### config.mk
export PLATFORM = sky130hd
export DESIGN_NAME = swb_byte_engine
export DESIGN_NICKNAME = d
export VERILOG_FILES = /design/src/design/swb_pkg.sv /design/src/design/swb_byte_engine.sv /design/src/design/swb_cmd_buf.sv
export VERILOG_INCLUDE_DIRS = /design/src /design/src/design
export SDC_FILE = /design/constraint.sdc
export NUM_CORES = 1
export LEC_CHECK = 0
export ABC_AREA = 0
export BUFFER_PORTS_ARGS = -buffer_cell sky130_fd_sc_hd__buf_2
export CAP_MARGIN = 15
export CORE_UTILIZATION = 40
export CTS_CLUSTER_SIZE = 30
export DETAILED_ROUTE_END_ITERATION = 8
export GPL_TIMING_DRIVEN = 0
export PLACE_DENSITY_LB_ADDON = 0.3
export SLEW_MARGIN = 20
export SYNTH_ARGS = -nofsm -noshare
export SYNTH_HDL_FRONTEND = slang
export SYNTH_SLANG_ARGS = --single-unit
### constraint.sdc
create_clock -name clk_i -period 3.7 [get_ports clk_i]
set_input_delay 0.37 -clock clk_i [delete_from_list [all_inputs] [get_ports clk_i]]
set_output_delay 0.37 -clock clk_i [all_outputs]
set_load 0.02 [all_outputs]
### src/design/swb_consts.svh
// timing figures in ns, command codes and reset values for the byte engine
`ifndef SWB_CONSTS_SVH
`define SWB_CONSTS_SVH
`define SWB_CMD_WRITE_BYTE 8'hA5
`define SWB_CMD_READ_BYTE 8'h96
`define SWB_CLK_PERIOD_PS 8000
`define SWB_START_MAX_PS 262500
`define SWB_START_MAX_CYC ((`SWB_START_MAX_PS) / (`SWB_CLK_PERIOD_PS))
`define SWB_STD_SLOT_NS 70000
`define SWB_STD_LOW0_NS 60000
`define SWB_STD_LOW1_NS 6000
`define SWB_STD_SAMPLE_NS 15000
`define SWB_OD_SLOT_NS 10000
`define SWB_OD_LOW0_NS 7500
`define SWB_OD_LOW1_NS 1000
`define SWB_OD_SAMPLE_NS 2000
`define SWB_NS_TO_CYC(ns) (((ns) * 1000) / (`SWB_CLK_PERIOD_PS))
`define SWB_PTR_STATUS 1'b0
`define SWB_PTR_READ_DATA 1'b1
`define SWB_BITS_PER_BYTE 4'h8
`define SWB_RDATA_RESET 8'h00
`endif

### src/design/swb_pkg.sv
// types shared by the single wire byte engine
package swb_pkg;
    typedef enum logic [1:0] {
        SWB_IDLE,
        SWB_SLOT_LOW,
        SWB_SLOT_REL
    } swb_state_t;

    typedef struct packed {
        logic [7:0] data;
        logic is_read;
    } swb_cmd_t;

    typedef struct packed {
        logic speed_od;
        logic strong_en;
        logic active_en;
    } swb_cfg_t;
endpackage : swb_pkg

### src/design/swb_byte_engine.sv
// single wire byte write/read engine behind the command intake
`timescale 1ns/1ps
`include "swb_consts.svh"
module swb_byte_engine
    import swb_pkg::*;
(
    input wire logic clk_i, // 125 MHz system clock
    input wire logic resetn_i, // async reset, active low
    input wire logic code_valid_i, // command code byte received
    input wire logic [7:0] code_i, // received command code
    input wire logic data_valid_i, // data byte complete (LSB fell)
    input wire logic [7:0] data_i, // received data byte, bit 7 first
    input wire logic ack_fall_i, // scl fell on code acknowledge bit
    input wire logic ptr_sel_data_i, // host set pointer to read data
    input wire logic line_speed_select_i, // 1: overdrive slots
    input wire logic strong_pullup_enable_i, // strong pullup after write byte
    input wire logic active_pullup_enable_i, // active pullup on release
    input wire logic line_i, // sampled single wire level
    output logic line_o, // line drive value (always low)
    output logic line_oe_o, // high while pulling the line low
    output logic active_pullup_o, // active pullup pulse on release
    output logic strong_pullup_o, // strong pullup after a write byte
    output logic code_ack_o, // acknowledge the code byte
    output logic data_ack_o, // acknowledge the data byte
    output logic line_busy_flag_o, // slots in progress
    output logic read_ptr_o, // 0 status, 1 read data
    output logic [7:0] read_data_o // byte sampled by read-byte
);
    typedef struct packed {
        swb_state_t st;
        logic [13:0] tmr;
        logic [3:0] bitn;
        logic [7:0] sh;
        logic [7:0] rdat;
        logic busy;
        logic ptr;
        logic wr_pend;
        logic wr_ok;
        logic rd_pend;
        logic is_read;
        swb_cfg_t cfg;
        logic ack_c;
        logic ack_d;
        logic oe;
        logic act_pu;
        logic str_pu;
    } swb_st_t;

    swb_st_t s_q;
    swb_st_t s_d;
    logic in_valid;
    swb_cmd_t in_cmd;
    logic in_ready;
    logic out_valid;
    swb_cmd_t out_cmd;
    logic take;

    // slot timing in cycles for the latched speed
    function automatic logic [13:0] slot_cyc(input logic od,
            input logic [1:0] k);
        logic [31:0] v;
        v = 32'h0;
        case (k)
            2'h0: v = od ? `SWB_NS_TO_CYC(`SWB_OD_SLOT_NS)
                         : `SWB_NS_TO_CYC(`SWB_STD_SLOT_NS);
            2'h1: v = od ? `SWB_NS_TO_CYC(`SWB_OD_LOW0_NS)
                         : `SWB_NS_TO_CYC(`SWB_STD_LOW0_NS);
            2'h2: v = od ? `SWB_NS_TO_CYC(`SWB_OD_LOW1_NS)
                         : `SWB_NS_TO_CYC(`SWB_STD_LOW1_NS);
            default: v = od ? `SWB_NS_TO_CYC(`SWB_OD_SAMPLE_NS)
                            : `SWB_NS_TO_CYC(`SWB_STD_SAMPLE_NS);
        endcase
        return v[13:0];
    endfunction : slot_cyc

    // figures are in ns; the macro folds in the ps clock period

    swb_cmd_buf u_buf (
        .clk_i(clk_i),
        .resetn_i(resetn_i),
        .in_valid_i(in_valid),
        .in_data_i(in_cmd),
        .in_ready_o(in_ready),
        .out_valid_o(out_valid),
        .out_data_o(out_cmd),
        .out_ready_i(take)
    );

    always_comb begin
        s_d = s_q;
        s_d.ack_c = 1'b0;
        s_d.ack_d = 1'b0;
        in_valid = 1'b0;
        in_cmd = '0;
        take = (s_q.st == SWB_IDLE) && out_valid;
        if (ptr_sel_data_i) begin
            s_d.ptr = `SWB_PTR_READ_DATA;
        end
        if (code_valid_i) begin
            s_d.wr_pend = 1'b0;
            if (code_i == `SWB_CMD_WRITE_BYTE) begin
                // a refused code also refuses its data byte
                s_d.wr_pend = 1'b1;
                s_d.wr_ok = !s_q.busy && in_ready;
                s_d.ack_c = !s_q.busy && in_ready;
                if (!s_q.busy && in_ready) begin
                    s_d.ptr = `SWB_PTR_STATUS;
                end
            end else if (code_i == `SWB_CMD_READ_BYTE) begin
                s_d.ack_c = !s_q.busy && in_ready;
                s_d.rd_pend = !s_q.busy && in_ready;
                if (!s_q.busy && in_ready) begin
                    s_d.ptr = `SWB_PTR_STATUS;
                end
            end
        end
        if (data_valid_i && s_q.wr_pend) begin
            s_d.wr_pend = 1'b0;
            s_d.ack_d = s_q.wr_ok;
            if (s_q.wr_ok) begin
                // whole byte needed before the first slot
                in_valid = 1'b1;
                in_cmd.data = data_i;
                in_cmd.is_read = 1'b0;
                s_d.busy = 1'b1;
            end
        end
        if (ack_fall_i && s_q.rd_pend) begin
            s_d.rd_pend = 1'b0;
            in_valid = 1'b1;
            // busy counts from the ack edge so it spans only the slots
            s_d.busy = 1'b1;
            in_cmd.data = 8'hFF;
            in_cmd.is_read = 1'b1;
        end
        case (s_q.st)
            SWB_IDLE: begin
                s_d.oe = 1'b0;
                s_d.act_pu = 1'b0;
                if (take) begin
                    // start two cycles after the trigger: within margin
                    s_d.st = SWB_SLOT_LOW;
                    s_d.sh = out_cmd.data;
                    s_d.is_read = out_cmd.is_read;
                    s_d.bitn = 4'h0;
                    s_d.tmr = 14'h0;
                    s_d.cfg.speed_od = line_speed_select_i;
                    s_d.cfg.strong_en = strong_pullup_enable_i;
                    s_d.cfg.active_en = active_pullup_enable_i;
                    s_d.str_pu = 1'b0;
                    s_d.oe = 1'b1;
                end
            end
            SWB_SLOT_LOW: begin
                s_d.tmr = s_q.tmr + 14'h1;
                if (s_q.tmr + 14'h1 >= slot_cyc(s_q.cfg.speed_od,
                        s_q.sh[0] ? 2'h2 : 2'h1)) begin
                    s_d.oe = 1'b0;
                    s_d.act_pu = s_q.cfg.active_en;
                    s_d.st = SWB_SLOT_REL;
                end
            end
            SWB_SLOT_REL: begin
                s_d.tmr = s_q.tmr + 14'h1;
                if (s_q.tmr == slot_cyc(s_q.cfg.speed_od, 2'h3)) begin
                    if (s_q.is_read) begin
                        s_d.rdat = {line_i, s_q.rdat[7:1]};
                    end
                end
                if (s_q.tmr + 14'h1 >= slot_cyc(s_q.cfg.speed_od, 2'h0)) begin
                    s_d.tmr = 14'h0;
                    s_d.act_pu = 1'b0;
                    s_d.sh = {1'b1, s_q.sh[7:1]};
                    s_d.bitn = s_q.bitn + 4'h1;
                    if (s_q.bitn + 4'h1 == `SWB_BITS_PER_BYTE) begin
                        s_d.st = SWB_IDLE;
                        s_d.busy = in_valid || (out_valid && !take);
                        s_d.str_pu = s_q.cfg.strong_en && !s_q.is_read;
                    end else begin
                        s_d.st = SWB_SLOT_LOW;
                        s_d.oe = 1'b1;
                    end
                end
            end
            default: s_d.st = SWB_IDLE;
        endcase
        // any new command ends a strong pullup phase
        if (code_valid_i) begin
            s_d.str_pu = 1'b0;
        end
    end

    always_ff @(posedge clk_i or negedge resetn_i) begin
        if (!resetn_i) begin
            s_q <= '0;
            s_q.st <= SWB_IDLE;
            s_q.rdat <= `SWB_RDATA_RESET;
            s_q.ptr <= `SWB_PTR_STATUS;
        end else begin
            s_q <= s_d;
        end
    end

    assign line_o = 1'b0;
    assign line_oe_o = s_q.oe;
    assign active_pullup_o = s_q.act_pu;
    assign strong_pullup_o = s_q.str_pu;
    assign code_ack_o = s_q.ack_c;
    assign data_ack_o = s_q.ack_d;
    assign line_busy_flag_o = s_q.busy;
    assign read_ptr_o = s_q.ptr;
    assign read_data_o = s_q.rdat;
endmodule : swb_byte_engine

### src/design/swb_cmd_buf.sv
// two-entry buffer between the command intake and the slot engine
`timescale 1ns/1ps
module swb_cmd_buf
    import swb_pkg::*;
(
    input wire logic clk_i, // system clock
    input wire logic resetn_i, // async reset, active low
    input wire logic in_valid_i, // producer has a command
    input swb_cmd_t in_data_i, // command in
    output logic in_ready_o, // room for a command
    output logic out_valid_o, // a command is waiting
    output swb_cmd_t out_data_o, // oldest command
    input wire logic out_ready_i // consumer takes it
);
    typedef struct packed {
        swb_cmd_t [1:0] mem;
        logic rd;
        logic wr;
        logic [1:0] cnt;
    } swb_buf_st_t;

    swb_buf_st_t s_q;
    swb_buf_st_t s_d;
    logic push;
    logic pop;

    always_comb begin
        push = in_valid_i && (s_q.cnt != 2'h2);
        pop = out_ready_i && (s_q.cnt != 2'h0);
        s_d = s_q;
        if (push) begin
            s_d.mem[s_q.wr] = in_data_i;
            s_d.wr = ~s_q.wr;
        end
        if (pop) begin
            s_d.rd = ~s_q.rd;
        end
        s_d.cnt = s_q.cnt + {1'b0, push} - {1'b0, pop};
    end

    always_ff @(posedge clk_i or negedge resetn_i) begin
        if (!resetn_i) begin
            s_q <= '0;
        end else begin
            s_q <= s_d;
        end
    end

    assign in_ready_o = (s_q.cnt != 2'h2);
    assign out_valid_o = (s_q.cnt != 2'h0);
    assign out_data_o = s_q.mem[s_q.rd];
endmodule : swb_cmd_buf

==> results.cfg <==
[outcome]
status = finished clean

[placed_design]
hpwl_mm = 7.06
portBuffers = 40
gp_congestion = 0.870
placed_area_um2 = 4800

[clocking]
cts.sinks = 72
cts_buffer_depth = 2
ctsRootBufferMaster = clkbuf_8
htreeDepth = 3
clock_latency_ns = 0.36
cts_buffers = 9
path_clk_slew_ns = 0.08
cts_tree = yes

[route]
drc_errors = 0
firstDrtPassIters = 5
top_layer = met4
wl_met1_mm = 4.55
met3_length_um = 348
drtAntennaViolNets = 0
met2RoutedLength_mm = 4.61
drtIter0Drc = 129
wl_per_cell_um = 14.9
via_per_inst = 5.42
dr_total_vias = 3500
wl_mm = 9.66

[finish]
nets = 563
n_antenna_cell = 0
register_area_um2 = 1800
multi_input_area_um2 = 2360
final_area_um2 = 5000
drive_gt1_share_pct = 21.8
fillCellCount = 974
syn2layout_area_growth_pct = 13.8
utilization_pct = 47.6

[critical_path]
worstPathRequired_ns = 3.96
crit_chain = ha_2 > nor2b_1 > or2_2 > ha_1 > or3b_2 > a21oi_1 > a221oi_1 > o31a_1 > a21boi_4 > buf_4 > o21ai_0 > o211ai_1
rr_worst_depth = 12
crit_family = compound AO/OA/AOI/OAI gates
critPathMaxStageDelay_ns = 0.53
worst_setup_path_end_kind = flip-flop
cp.depth = 12
r2r_setup_slack_ns = 0.25
endpoint = s_q[41]
cp.arrival_ns = 3.72
cp-startpoint = s_q[34]
critical_path.max_fanout = 10
slowest_stage = dfrtp_1
cp-start-kind = flip-flop
regToRegEndpoint = s_q[41]
timing.rr.start = s_q[34]
worst-path-buf-inv = 1
crit_type = flip-flop to flip-flop

[global_route]
antenna_found_initial = 0
overflow = 0
grt_pass1_wl_mm = 16.9
grt_max_degree = 57
grt_pass1_vias = 3534
grt_usage_pct = 18.8

[sta]
fmax_mhz = 290
fin_worst_skew_ns = 0.0109
fin_crit_ns = 3.45
rsz0062_at_grt = false
worst_slew_pin_slew_ns = 0.989
hold_violations = 0
slew_viol_final = 0
setup_tns_ns = 0
setup_viol = 0
fin_crit_sh_pct = 93.3
slew-limit-headroom_pct = 33.4

[floorplanning]
die_y_um = 107
core.rowCount = 37
core_area_um2 = 10500
io_pins = 42
initial_core_util_pct = 41.9
die_area_um2 = 11400
dieWidth_um = 107

[synthesis]
synthesis.nets = 510
syn_inst = 453
synth_edf_count = 0
synthFlopType = dfrtp_1
synth_cell_type_count = 62
avgSynthCellArea_um2 = 9.71
yosys_register_bits = 72
ys_async_sr_fraction_pct = 100
syn-cell-area_um2 = 4400
yosys_warnings = 0
yosysSeqAreaShare_pct = 41.0

[job]
maxCapViolCount = 0

[power]
power_density_nw_per_um2 = 297
peakVddDrop_mv = 0.278
p_leak_nw = 2.44

[min_path]
hold_class = input pin to flip-flop
hold_depth = 2
[routing by layer]
metal | up-vias | GRT usage, %
met1 | 1699 | 24.2
met4 | 0 | 5.68
met5 | - | 0
met2 | 73 | 31.4
met3 | 16 | 4.38
li1 | 1712 | -
[Yosys cell counts (all sizes together), types with 2 or more instances]
| cell type | n | area, um^2 |
|---|---|---|
| nor2b | 4 | 25.0 |
| o2bb2ai | 8 | 70.1 |
| mux2i | 9 | 90.1 |
| o2111ai | 2 | 23.8 |
| o22ai | 2 | 12.5 |
| clkbuf | 11 | 41.3 |
| ha | 31 | 388 |
| inv | 21 | 78.8 |
| a21oi | 21 | 105 |
| o211a | 2 | 20.0 |
| nand2 | 52 | 195 |
| a21boi | 4 | 41.3 |
| or3 | 5 | 31.3 |
| a21o | 3 | 22.5 |
| xor2 | 7 | 61.3 |
| nand2b | 5 | 31.3 |
| a211o | 2 | 17.5 |
| o21ai | 31 | 159 |
| o21a | 2 | 15.0 |
| o31ai | 2 | 15.0 |
| o211ai | 8 | 65.1 |
| a22oi | 2 | 15.0 |
| nand4 | 9 | 62.6 |
| mux2 | 24 | 297 |
| nand3b | 2 | 15.0 |
| xnor2 | 6 | 52.6 |
| dfrtp | 72 | 1800 |
| and4b | 2 | 20.0 |
| nand3 | 15 | 80.1 |
| a221oi | 2 | 17.5 |
| nor3 | 4 | 20.0 |
| nand4b | 3 | 26.3 |
| o221ai | 2 | 17.5 |
| or4 | 4 | 30.0 |
| and2 | 2 | 12.5 |
| buf | 18 | 120 |
| and3 | 6 | 37.5 |
| nor2 | 34 | 144 |
[power by group]
part           internal [mW]  switching [mW]
Sequential             0.788         0.00304
Clock                  0.311           0.324
Combinational         0.0248          0.0338
Total                   1.12           0.361
[cell type report]
class / count / area share (%)
multi-input combinational: 331 / 47.1
clock buffer: 9 / 2.48
buffer: 29 / 3.23
clock inverter: 6 / 1.38
tap: 136 / 3.40
timing repair buffer: 42 / 4.80
inverter: 21 / 1.57
sequential: 72 / 36.0
[kinds of logic (layout without fill, tap and decap cells)]
logic type	after synthesis	count (layout)	synth area share (%)
buffers and inverters	50	107	5.46
AOI/OAI and AO/OA	99	99	15.4
DFF	72	72	41.0
xor gates and xnor gates	13	13	2.59
adders and majority gates	32	32	9.04
other	1	1	0.0852
and+or+nand+nor	153	153	17.7
muxes	33	33	8.79
[repair_timing]
item                                    4_1_cts  5_1_grt
endpoints found under the hold margin        16        0
gates resized for setup                       0        1
endpoints found under the setup margin        0       11
buffers inserted                              0        0
hold buffers                                  1        0
[registers in the layout, indices dropped and copies added (netlist names)]
| register | flops |
|---|---|
| strong_pullup_o | 1 |
| active_pullup_o | 1 |
| data_ack_o | 1 |
| code_ack_o | 1 |
| s_q | 35 |
| read_data_o | 8 |
| line_busy_flag_o | 1 |
| read_ptr_o | 1 |
| line_oe_o | 1 |
| u_buf.s_q | 22 |
[worst min-delay path by stage]
stage                      endpoint          start  slack, ns
floorplan           active_pullup_o       resetn_i       0.07
global placement      u_buf.s_q[15]  u_buf.s_q[15]       0.46
detailed placement          s_q[44]       resetn_i       0.27
CTS                         s_q[11]   data_valid_i       0.20
global route                s_q[11]   data_valid_i       0.20
finish                      s_q[11]   data_valid_i       0.22
[placed cells by master (no fill, tap or decap), types with 5 or more instances in the layout]
cell type and count:
dfrtp_1 72, clkbuf_1 11, mux2_2 17, mux2_4 7
nand3_1 14, ha_1 30, a21oi_1 21, or3_1 5
nand2b_1 5, buf_4 13, mux2i_1 9, inv_1 21
xor2_1 7, nor2_1 33, o2bb2ai_1 8, xnor2_1 6
clkbuf_8 9, nand4_1 8, nand2_1 52, o211ai_1 7
and3_1 6, buf_2 45, o21ai_0 29
[through the flow]
step	total power, mW	setup slack [ns]	hold WS [ns]	std cells
2_1_floorplan	0.826	0.543	0.0744	453
3_3_place_gp	0.860	0.228	0.462	629
3_5_place_dp	0.866	0.171	0.266	630
4_1_cts	1.51	0.153	0.200	646
5_1_grt	1.55	0.0576	0.197	646
6_report	1.48	0.249	0.217	646
Note: power is estimated with default switching activity, not from simulation.
